<file path="src/logic/uart_rx_status_pkg.sv">
// What this block does
// - address enable keeps only ninth-bit-set characters
// - address filter acts only in 9-bit mode
// - idle flag reads 1 unless receiving
// - parity flag belongs to head character
// - framing flag belongs to head character
// - overrun sets on overflow, software clears
// - clearing overrun empties buffer and shifter
// - data available while buffer holds characters
package uart_rx_status_pkg;
  // byte offsets of the word registers
  localparam logic [7:0] status_off      = 8'h00;   // status and control
  localparam logic [7:0] mode_off        = 8'h04;   // frame format
  localparam logic [7:0] divisor_off     = 8'h08;   // clocks per bit minus one
  localparam logic [7:0] rx_data_off     = 8'h0C;   // received character, read pops
  // status field positions
  localparam int addr_detect_bit  = 5;
  localparam int idle_bit         = 4;
  localparam int parity_err_bit   = 3;
  localparam int framing_err_bit  = 2;
  localparam int overrun_bit      = 1;
  localparam int avail_bit        = 0;
  // mode field positions
  localparam int nine_bit_pos     = 0;
  localparam int parity_en_pos    = 1;
  localparam int parity_odd_pos   = 2;
  // rx data field positions
  localparam int data_parity_error_flag_pos    = 9;
  localparam int data_framing_error_flag_pos    = 10;
  // reset values
  localparam logic [15:0] divisor_rst = 16'h0010;
  localparam logic [2:0]  mode_rst    = 3'h0;
  // receive fifo
  localparam int          fifo_depth  = 4;
  localparam logic [2:0]  fifo_full   = 3'h4;
  localparam int          entry_w     = 11;      // 9 data bits, parity_error_flag, framing_error_flag
  // receiver states, one-hot
  typedef enum logic [4:0]
  {
    rx_idle   = 5'b00001,
    rx_start  = 5'b00010,
    rx_data   = 5'b00100,
    rx_parity = 5'b01000,
    rx_stop   = 5'b10000
  } rx_state_e;
endpackage

</file>
<file path="src/logic/uart_rx_status.sv">
// The implementer's own choices: the AHB-Lite interface to the registers and the placing of the registers.
`timescale 1ns/1ps
module uart_rx_status
  import uart_rx_status_pkg::*;
(
  // clock and reset
  input  wire logic        hclk,
  input  wire logic        hresetn,
  // ahb-lite slave
  input  wire logic        hsel,
  input  wire logic [31:0] haddr,
  input  wire logic [1:0]  htrans,
  input  wire logic        hwrite,
  input  wire logic [2:0]  hsize,
  input  wire logic [31:0] hwdata,
  input  wire logic        hready,
  output logic      [31:0] hrdata,
  output logic             hreadyout,
  output logic             hresp,
  // serial line
  input  wire logic        rxd
);
  import uart_rx_status_pkg::*;

  // receiver state
  rx_state_e   state_reg,   state_next;     // frame sequencer
  logic [15:0] timer_reg,   timer_next;     // clocks to next sample
  logic [3:0]  bits_reg,    bits_next;      // data bits taken
  logic [8:0]  shift_reg,   shift_next;     // receive shift register
  logic        par_reg,     par_next;       // running parity
  logic        parity_error_flag_reg,    parity_error_flag_next;      // parity verdict
  logic        done;                        // character complete pulse
  logic        done_framing_error_flag;                   // stop bit sampled low
  // bus and buffer state
  logic [7:0]  waddr_reg,   waddr_next;     // write data phase address
  logic        wpend_reg,   wpend_next;     // write data phase pending
  logic [31:0] rdata_reg,   rdata_next;     // read answer
  logic        address_detect_enable_reg,   address_detect_enable_next;     // address detect enable
  logic [2:0]  mode_reg,    mode_next;      // nine-bit, parity enable, odd
  logic [15:0] div_reg,     div_next;       // clocks per bit minus one
  logic        overrun_error_flag_reg,    overrun_error_flag_next;      // overrun flag
  logic [1:0]  wptr_reg,    wptr_next;      // fifo write pointer
  logic [1:0]  rptr_reg,    rptr_next;      // fifo read pointer
  logic [2:0]  count_reg,   count_next;     // fifo fill
  logic [entry_w-1:0] mem [fifo_depth];     // fifo storage
  // decoded events
  logic        rd_req;                      // read address phase taken
  logic        pop;                         // read of rx data pops head
  logic        clr_ovr;                     // overrun cleared by software
  logic        keep;                        // character passes address filter
  logic        push;                        // character stored
  logic        nine;                        // nine-bit mode
  logic [entry_w-1:0] head;                 // head entry or zero
  logic [15:0] status;                      // status register image

  assign nine      = mode_reg[nine_bit_pos];
  assign hreadyout = 1'b1;
  assign hresp     = 1'b0;
  assign hrdata    = rdata_reg;

  // address phase decode
  function automatic logic hit(input logic [31:0] a, input logic [7:0] off);
    hit = (a[31:8] == 24'h000000) && (a[7:0] == off);
  endfunction

  assign rd_req  = hsel && hready && htrans[1] && !hwrite;
  assign pop     = rd_req && hit(haddr, rx_data_off) && (count_reg != 3'h0);
  // clearing a set overrun flag by writing zero
  assign clr_ovr = wpend_reg && (waddr_reg == status_off) && !hwdata[overrun_bit]
                   && overrun_error_flag_reg;
  // address characters only, and only when nine-bit framing is on
  assign keep    = !(address_detect_enable_reg && nine) || shift_reg[8];
  // overrun drops characters and leaves the buffer alone
  assign push    = done && keep && !overrun_error_flag_reg && !clr_ovr
                   && ((count_reg != fifo_full) || pop);
  assign head    = (count_reg != 3'h0) ? mem[rptr_reg] : '0;
  assign status  = {10'h0, address_detect_enable_reg, (state_reg == rx_idle),
                    head[data_parity_error_flag_pos], head[data_framing_error_flag_pos],
                    overrun_error_flag_reg, (count_reg != 3'h0)};

  // receiver next state: start check at mid bit, then full bit periods
  always_comb
  begin
    state_next = state_reg;
    timer_next = timer_reg;
    bits_next  = bits_reg;
    shift_next = shift_reg;
    par_next   = par_reg;
    parity_error_flag_next  = parity_error_flag_reg;
    done       = 1'b0;
    done_framing_error_flag  = 1'b0;
    if (timer_reg != 16'h0000)
      timer_next = timer_reg - 16'h0001;
    case (state_reg)
      rx_idle:
        if (!rxd)
        begin
          state_next = rx_start;
          timer_next = {1'b0, div_reg[15:1]};
        end
      rx_start:
        if (timer_reg == 16'h0000)
        begin
          // a short low pulse is noise, not a start bit
          state_next = rxd ? rx_idle : rx_data;
          timer_next = div_reg;
          bits_next  = 4'h0;
          shift_next = 9'h000;
          par_next   = mode_reg[parity_odd_pos];
          parity_error_flag_next  = 1'b0;
        end
      rx_data:
        if (timer_reg == 16'h0000)
        begin
          timer_next = div_reg;
          shift_next = nine ? {rxd, shift_reg[8:1]} : {1'b0, rxd, shift_reg[7:1]};
          par_next   = par_reg ^ rxd;
          bits_next  = bits_reg + 4'h1;
          if (bits_reg == (nine ? 4'h8 : 4'h7))
            state_next = (mode_reg[parity_en_pos] && !nine) ? rx_parity : rx_stop;
        end
      rx_parity:
        if (timer_reg == 16'h0000)
        begin
          timer_next = div_reg;
          parity_error_flag_next  = par_reg ^ rxd;
          state_next = rx_stop;
        end
      rx_stop:
        if (timer_reg == 16'h0000)
        begin
          done       = 1'b1;
          done_framing_error_flag  = !rxd;
          state_next = rx_idle;
        end
      default:
        state_next = rx_idle;
    endcase
    // emptying the shifter abandons any character in flight
    if (clr_ovr)
    begin
      state_next = rx_idle;
      shift_next = 9'h000;
    end
  end

  // receiver registers
  always_ff @(posedge hclk or negedge hresetn)
  begin
    if (!hresetn)
    begin
      state_reg <= rx_idle;
      timer_reg <= 16'h0000;
      bits_reg  <= 4'h0;
      shift_reg <= 9'h000;
      par_reg   <= 1'b0;
      parity_error_flag_reg  <= 1'b0;
    end
    else
    begin
      state_reg <= state_next;
      timer_reg <= timer_next;
      bits_reg  <= bits_next;
      shift_reg <= shift_next;
      par_reg   <= par_next;
      parity_error_flag_reg  <= parity_error_flag_next;
    end
  end

  // bus, control and buffer next state
  always_comb
  begin
    waddr_next = waddr_reg;
    wpend_next = 1'b0;
    rdata_next = rdata_reg;
    address_detect_enable_next = address_detect_enable_reg;
    mode_next  = mode_reg;
    div_next   = div_reg;
    overrun_error_flag_next  = overrun_error_flag_reg;
    wptr_next  = wptr_reg;
    rptr_next  = rptr_reg;
    count_next = count_reg;
    // take address phases, capture write targets
    if (hsel && hready && htrans[1] && hwrite)
    begin
      wpend_next = 1'b1;
      waddr_next = (haddr[31:8] == 24'h000000) ? haddr[7:0] : 8'hFF;
    end
    // read answer is fixed in the address phase
    if (rd_req)
    begin
      if (hit(haddr, status_off))
        rdata_next = {16'h0000, status};
      else if (hit(haddr, mode_off))
        rdata_next = {29'h0, mode_reg};
      else if (hit(haddr, divisor_off))
        rdata_next = {16'h0000, div_reg};
      else if (hit(haddr, rx_data_off))
        rdata_next = {21'h0, head};
      else
        rdata_next = 32'h00000000;
    end
    // register writes in the data phase
    if (wpend_reg)
    begin
      case (waddr_reg)
        status_off:  address_detect_enable_next = hwdata[addr_detect_bit];
        mode_off:    mode_next  = hwdata[2:0];
        divisor_off: div_next   = hwdata[15:0];
        default:     div_next   = div_reg;
      endcase
    end
    // fifo bookkeeping
    if (push)
      wptr_next = wptr_reg + 2'h1;
    if (pop)
      rptr_next = rptr_reg + 2'h1;
    count_next = count_reg + {2'h0, push} - {2'h0, pop};
    // overflow sets, software zero clears and flushes
    if (done && keep && !overrun_error_flag_reg && (count_reg == fifo_full) && !pop)
      overrun_error_flag_next = 1'b1;
    else if (clr_ovr)
    begin
      overrun_error_flag_next  = 1'b0;
      wptr_next  = 2'h0;
      rptr_next  = 2'h0;
      count_next = 3'h0;
    end
  end

  // bus, control and buffer registers
  always_ff @(posedge hclk or negedge hresetn)
  begin
    if (!hresetn)
    begin
      waddr_reg <= 8'h00;
      wpend_reg <= 1'b0;
      rdata_reg <= 32'h00000000;
      address_detect_enable_reg <= 1'b0;
      mode_reg  <= mode_rst;
      div_reg   <= divisor_rst;
      overrun_error_flag_reg  <= 1'b0;
      wptr_reg  <= 2'h0;
      rptr_reg  <= 2'h0;
      count_reg <= 3'h0;
    end
    else
    begin
      waddr_reg <= waddr_next;
      wpend_reg <= wpend_next;
      rdata_reg <= rdata_next;
      address_detect_enable_reg <= address_detect_enable_next;
      mode_reg  <= mode_next;
      div_reg   <= div_next;
      overrun_error_flag_reg  <= overrun_error_flag_next;
      wptr_reg  <= wptr_next;
      rptr_reg  <= rptr_next;
      count_reg <= count_next;
    end
  end

  // fifo storage, entry carries its own error verdicts
  always_ff @(posedge hclk)
  begin
    if (push)
      mem[wptr_reg] <= {done_framing_error_flag, parity_error_flag_reg, shift_reg};
  end
endmodule

</file>
<file path="config.mk">
export PLATFORM = sky130hd
export DESIGN_NAME = uart_rx_status
export DESIGN_NICKNAME = d
export VERILOG_FILES = /design/src/logic/uart_rx_status_pkg.sv /design/src/logic/uart_rx_status.sv
export SDC_FILE = /design/constraint.sdc
export NUM_CORES = 1
export LEC_CHECK = 0
export ABC_CLOCK_PERIOD_IN_PS = 6200
export BUFFER_PORTS_ARGS = -buffer_cell sky130_fd_sc_hd__buf_2
export CAP_MARGIN = 20
export CORE_MARGIN = 1.5
export CORE_UTILIZATION = 55
export CTS_CLUSTER_DIAMETER = 30
export DETAILED_ROUTE_END_ITERATION = 8
export PLACE_DENSITY = 0.75
export SYNTH_ARGS = -nofsm -noshare
export SYNTH_HDL_FRONTEND = slang
export SYNTH_SLANG_ARGS = --single-unit
</file>
<file path="constraint.sdc">
create_clock -name hclk -period 6.2 [get_ports hclk]
set_clock_uncertainty 0.05 [all_clocks]
set_input_delay 1.24 -clock hclk [delete_from_list [all_inputs] [get_ports hclk]]
set_output_delay 1.24 -clock hclk [all_outputs]
set_load 0.005 [all_outputs]
</file>
=== Yosys cells after proc, flatten, opt, wreduce, memory -nomap -nowiden ===
Memories as Yosys holds them, arrays and structs flattened.
Cells that the tools add are included.

* Memories: 1
* Logic and storage cells: 146
* Output and inout bits: 34
* Bits of input ports: 75
* Memory bits (writable): 44
* Bits in registers: 105

{| class="wikitable"
|+ Memories
! name !! depth !! bits a word !! rd ports !! clocked after memory_dff !! wr ports !! line !! RTL
|-
| mem || 4 || 11 || 1 || 0 || 1 || uart_rx_status.sv:45 || <nowiki>logic [entry_w-1:0] mem [fifo_depth];</nowiki>
|}

* Multiplexer cells: 51
* Reduce and logical (&&, ||, !) cells: 49
* Eq/ne operators: 22
* Bitwise gates (word level): 1
* Add/sub/neg operators: 6

{| class="wikitable"
|+ Operators with widths
! cell !! number
|-
| 16-bit two-way mux || 6
|-
| 5-bit two-way mux || 8
|-
| 9-bit two-way mux || 4
|-
| 16-bit case mux with 2 select lines || 1
|-
| 5-bit case mux with 5 select lines || 1
|-
| 8-bit by 4-bit equality test with 1-bit output, second input constant || 3
|-
| 24-bit logical NOT || 1
|-
| 11-bit two-way mux || 2
|-
| 1-bit logical AND || 21
|-
| 3-bit != test, second input constant || 7
|-
| 9-bit case mux with 2 select lines || 1
|-
| 8-bit by 3-bit equality test with 1-bit output, second input constant || 2
|-
| 16-bit logical NOT || 1
|-
| 8-bit logical NOT || 2
|-
| 16-bit nonzero test || 1
|-
| 16-bit by 1-bit subtractor with 16-bit output, second input constant || 1
|-
| 1-bit two-way mux || 12
|-
| 2-bit two-way mux || 6
|-
| 4-bit two-way mux || 3
|-
| 3-bit two-way mux || 3
|-
| 3-bit AND reduction || 3
|-
| 1-bit logical NOT || 8
|-
| 8-bit two-way mux || 1
|-
| 4-bit case mux with 2 select lines || 1
|-
| other kinds (20) || 30
|}

=== Logic depth before layout (Yosys ltp) ===
* Depth in word-level cells: 11
* Gate-level depth with buffers: 15
* Gate-level depth less buffers: 15

=== Worst setup path before layout ===
Ideal clock, no wire load.

* Path kind: input -> register
* Start: in haddr[1]
* End: reg count_reg[2]
* Library setup time: 0.132 ns
* Arrival time: 4.311 ns
* Buffers on the path: 1
* Path slack: 1.707 ns
* Stages on the path: 14
* Data required time: 6.018 ns
* Cells stage by stage: or4_1 > or4_1 > buf_2 > or4_4 > a211oi_2 > inv_1 > ha_1 > inv_1 > ha_1 > inv_1 > fa_1 > xor2_1 > xnor2_1 > nor2_1

* Cells in the longest elaborated chain, start to end: 10
* Elaborated cells between the ends (all ways): 12
* Those cells by class: add/sub: 2; eq/ne: 1; mux: 2; reduce/logical: 7

{| class="wikitable"
|+ Ends and longest elaborated chain
! element !! line !! RTL
|-
| start: declaration || uart_rx_status.sv:11 || <nowiki>input wire logic [31:0] haddr,</nowiki>
|-
| 8-bit by 4-bit equality test with 1-bit output (*) || uart_rx_status.sv:63 || <nowiki>hit = (a[31:8] == 24'h000000) && (a[7:0] == off);</nowiki>
|-
| 1-bit logical AND (*) || uart_rx_status.sv:63 ||
|-
| 1-bit logical AND (*) (2 in a row) || uart_rx_status.sv:67 || <nowiki>assign pop = rd_req && hit(haddr, rx_data_off) && (count_reg != 3'h0);</nowiki>
|-
| 1-bit logical OR || uart_rx_status.sv:75 || <nowiki>&& ((count_reg != fifo_full) || pop);</nowiki>
|-
| 1-bit logical AND || uart_rx_status.sv:75 ||
|-
| 3-bit by 1-bit adder with 3-bit output || uart_rx_status.sv:218 || <nowiki>count_next = count_reg + {2'h0, push} - {2'h0, pop};</nowiki>
|-
| 3-bit by 1-bit subtractor with 3-bit output || uart_rx_status.sv:218 ||
|-
| 3-bit two-way mux || uart_rx_status.sv:222 || <nowiki>else if (clr_ovr)</nowiki>
|-
| 3-bit two-way mux (*) || uart_rx_status.sv:220 || <nowiki>if (done && keep && !overrun_error_flag_reg && (count_reg == fifo_full) && !pop)</nowiki>
|-
| via count_next[2] || uart_rx_status.sv:44 || <nowiki>logic [2:0] count_reg, count_next;</nowiki>
|-
| end signal: assignment || uart_rx_status.sv:258 || <nowiki>count_reg <= count_next;</nowiki>
|-
| end: declaration || uart_rx_status.sv:44 ||
|}

The timed path passes the listed nets; every way through them passes the cells marked *.
A chain may end at the register's enable or synchronous reset.

=== Worst setup path in the final report ===
Same ends and word-level chain as after synthesis.

==> flow_metrics.env <==
export IMPL_reg2reg_depth=15
export IMPL_power_frac_comb=0.194
export IMPL_largest_register_ff_count=44
export IMPL_rsz0062_at_grt="no"
export IMPL_ys_seq_elements=133
export IMPL_post_drt_wl_per_cell_um=19.9
export IMPL_antenna_found_initial=0
export IMPL_swShare=0.303
export IMPL_drt_iter0_drc=495
export IMPL_dieArea_sq_mm=0.0125
export IMPL_clock_fmax_mhz=220
export IMPL_fin_setup_tns_ns=0
export IMPL_globalRouteOverflowTotal=0
export IMPL_endpoint_kind="register"
export IMPL_dp_hpwl_um=10700
export IMPL_hold_slack_ns=0.441
export IMPL_top_register="mem"
export IMPL_fin_crit_sh=0.734
export IMPL_seq_area_sq_mm=0.00355
export IMPL_r2r_slack_ns=1.78
export IMPL_crit_type="in2reg"
export IMPL_num_fill_cells=872
export IMPL_slew_headroom=0.303
export IMPL_grt_max_degree=58
export IMPL_cts_sinks=133
export IMPL_power_density_mw_per_mm2=352
export IMPL_fin_nets=720
export IMPL_cts_buffers=17
export IMPL_synth_edf_count=44
export IMPL_fin_cells=792
export IMPL_start_util=0.568
export IMPL_dp_cells=760
export IMPL_whs_path_depth=2
export IMPL_hold_buffers=0
export IMPL_cts_clk_slew_worst_paths_ns=0.06
export IMPL_ir_drop_uv=248
export IMPL_areaGrowthSynthToFinish_pct=15.9
export IMPL_cts_setup_buffers=0
export IMPL_clock_root_buffer="clkbuf_16"
export IMPL_die_x_um=112
export IMPL_min_path_type="reg2reg"
export IMPL_clkPwrFrac=0.402
export IMPL_gp_congestion=0.868
export IMPL_r2r_end="count_reg[2]"
export IMPL_drv_slew=0
export IMPL_ys_seq_area_frac=0.545
export IMPL_syn_avg_cell_area_sq_um=11.5
export IMPL_worstSetupStartpointType="input pin"
export IMPL_min_period_ns=4.55
export IMPL_status="finished clean"
export IMPL_hold_viol_final=0
export IMPL_grt_usage=0.259
export IMPL_power_internal_mw=1.85
export IMPL_required_ns=6.43
export IMPL_vias_per_cell=6.22
export IMPL_port_buffers=70
export IMPL_syn_instance_count=568
export IMPL_vias=4928
export IMPL_drive_gt1_frac=0.245
export IMPL_ant_nets=0
export IMPL_synth_distinct_cells=68
export IMPL_h_tree_depth=4
export IMPL_io_pins=109
export IMPL_grt_first_pass_wirelength_um=24800
export IMPL_r2r_start="timer_reg[0]"
export IMPL_diodes=0
export IMPL_worstHoldEndpoint="hrdata[7]"
export IMPL_clk_latency_ns=0.43
export IMPL_firstDrtPassIters=5
export IMPL_placed_area_sq_mm=0.00692
export IMPL_drv_cap=0
export IMPL_cts_tree="done"
export IMPL_core_area_sq_mm=0.0115
export IMPL_p_leak_nw=3.00
export IMPL_hp_start="hrdata[7]"
export IMPL_crit_arrival_ns=4.77
export IMPL_finalSetupViolations=0
export IMPL_yosysWarnings=0
export IMPL_yosysTopAreaCellShare=0.334
export IMPL_p_switching_mw=0.804
export IMPL_drc_errors=0
export IMPL_multi_input_area_sq_mm=0.00275
export IMPL_yosysTopAreaCell="dfrtp_1"
export IMPL_syn_area_sq_mm=0.00651
export IMPL_first_global_vias=4824
export IMPL_die_h_um=112
export IMPL_row_count=39
export IMPL_ctsResizeCount=0
export IMPL_yosys_top_cells_area="dfrtp_1 (33%), edfxtp_1 (20%), mux4_2 (4.5%)"
export IMPL_pwr_share_seq=0.404
export IMPL_clockBufferDepth=2
export IMPL_crit_fanout=5
export IMPL_routed_wl_um=15800
export IMPL_synth_ff_type="dfrtp_1"
export IMPL_worst_pin_slew_ns=1.04
export IMPL_final_area_sq_mm=0.00755
export IMPL_synthArstFlopShare=0.669
through the flow:
step	setup WS (ns)	util	power [mW]
CTS	1.68	0.658	2.65
detailed placement	1.30	0.604	1.58
global route	1.50	0.658	2.77
floorplan	1.71	-	1.45
global placement	1.39	0.604	1.57
finish	1.65	0.658	2.66
cells in the final DEF (no fill, tap or decap), types with 7 or more instances in the layout:
cell type and count:
nand3_1 7, a22o_1 11, edfxtp_1 44, inv_1 13, nand2_1 37, buf_4 7
conb_1 18, o21ai_0 26, nor2_1 58, a22oi_1 20, buf_2 69, clkbuf_16 17
nor3_1 18, a21oi_1 30, mux2_2 22, ha_1 8, nor4_1 12, dfrtp_1 87
mux4_2 13
power by group through the flow:
| stage | registers [mW] | logic, mW | clock network (mW) |
|---|---|---|---|
| floorplan | 1.06 | 0.387 | 0 |
| global placement | 1.08 | 0.487 | 0 |
| detailed placement | 1.08 | 0.500 | 0 |
| CTS | 1.07 | 0.505 | 1.08 |
| global route | 1.08 | 0.573 | 1.11 |
| finish | 1.07 | 0.516 | 1.07 |
critical path, stage by stage:
cell      delay [ns]
buf_2           0.10
or4_1           0.52
or4_1           0.53
or4_4           0.58
a211oi_2        0.41
inv_1           0.09
ha_1            0.30
inv_1           0.06
ha_1            0.13
inv_1           0.05
fa_1            0.37
xor2_1          0.18
xnor2_1         0.15
nor2_1          0.06
synth_stat cells (18+ instances only):
library cell  number
dfrtp_1           87
nor2_1            58
edfxtp_1          44
nand2_1           37
a21oi_1           30
o21ai_0           26
clkbuf_1          23
mux2_2            22
a22oi_1           20
buf_4             18
nor3_1            18
layer usage:
| metal | routed length, um | GRT usage | up-vias |
|---|---|---|---|
| li1 | - | - | 2231 |
| met2 | 7690 | 0.413 | 208 |
| met5 | 0 | 0 | - |
| met1 | 6490 | 0.333 | 2452 |
| met4 | 524 | 0.129 | 0 |
| met3 | 1080 | 0.0648 | 37 |
logic make-up after synthesis:
| family | after synthesis | synth area share |
|---|---|---|
| compound gates | 129 | 0.137 |
| xor+xnor | 9 | 0.0121 |
| fa+ha+maj | 9 | 0.0184 |
| buf+inv | 56 | 0.0428 |
| flops | 133 | 0.545 |
| mux | 41 | 0.0922 |
| other cells | 2 | 0.00115 |
| simple gates | 189 | 0.151 |
area by class of cell:
cell class	count	area share
Clock buffer	18	0.0582
Clock inverter	14	0.0250
Inverter	13	0.00646
Multi-Input combinational cell	395	0.364
Sequential cell	133	0.470
Tap cell	143	0.0237
Timing Repair Buffer	76	0.0527
worst max-delay path by stage:
stage | cells past startpoint | to | start | slack [ns]
after global placement | 14 | count_reg[2] | haddr[1] | 1.39
after CTS | 14 | count_reg[2] | haddr[1] | 1.68
after detailed placement | 14 | count_reg[2] | haddr[1] | 1.30
final | 14 | count_reg[2] | haddr[1] | 1.65
after global routing | 14 | count_reg[2] | haddr[1] | 1.50
after floorplan | 14 | count_reg[2] | haddr[1] | 1.71
Note: power is estimated with default switching activity, not from simulation.
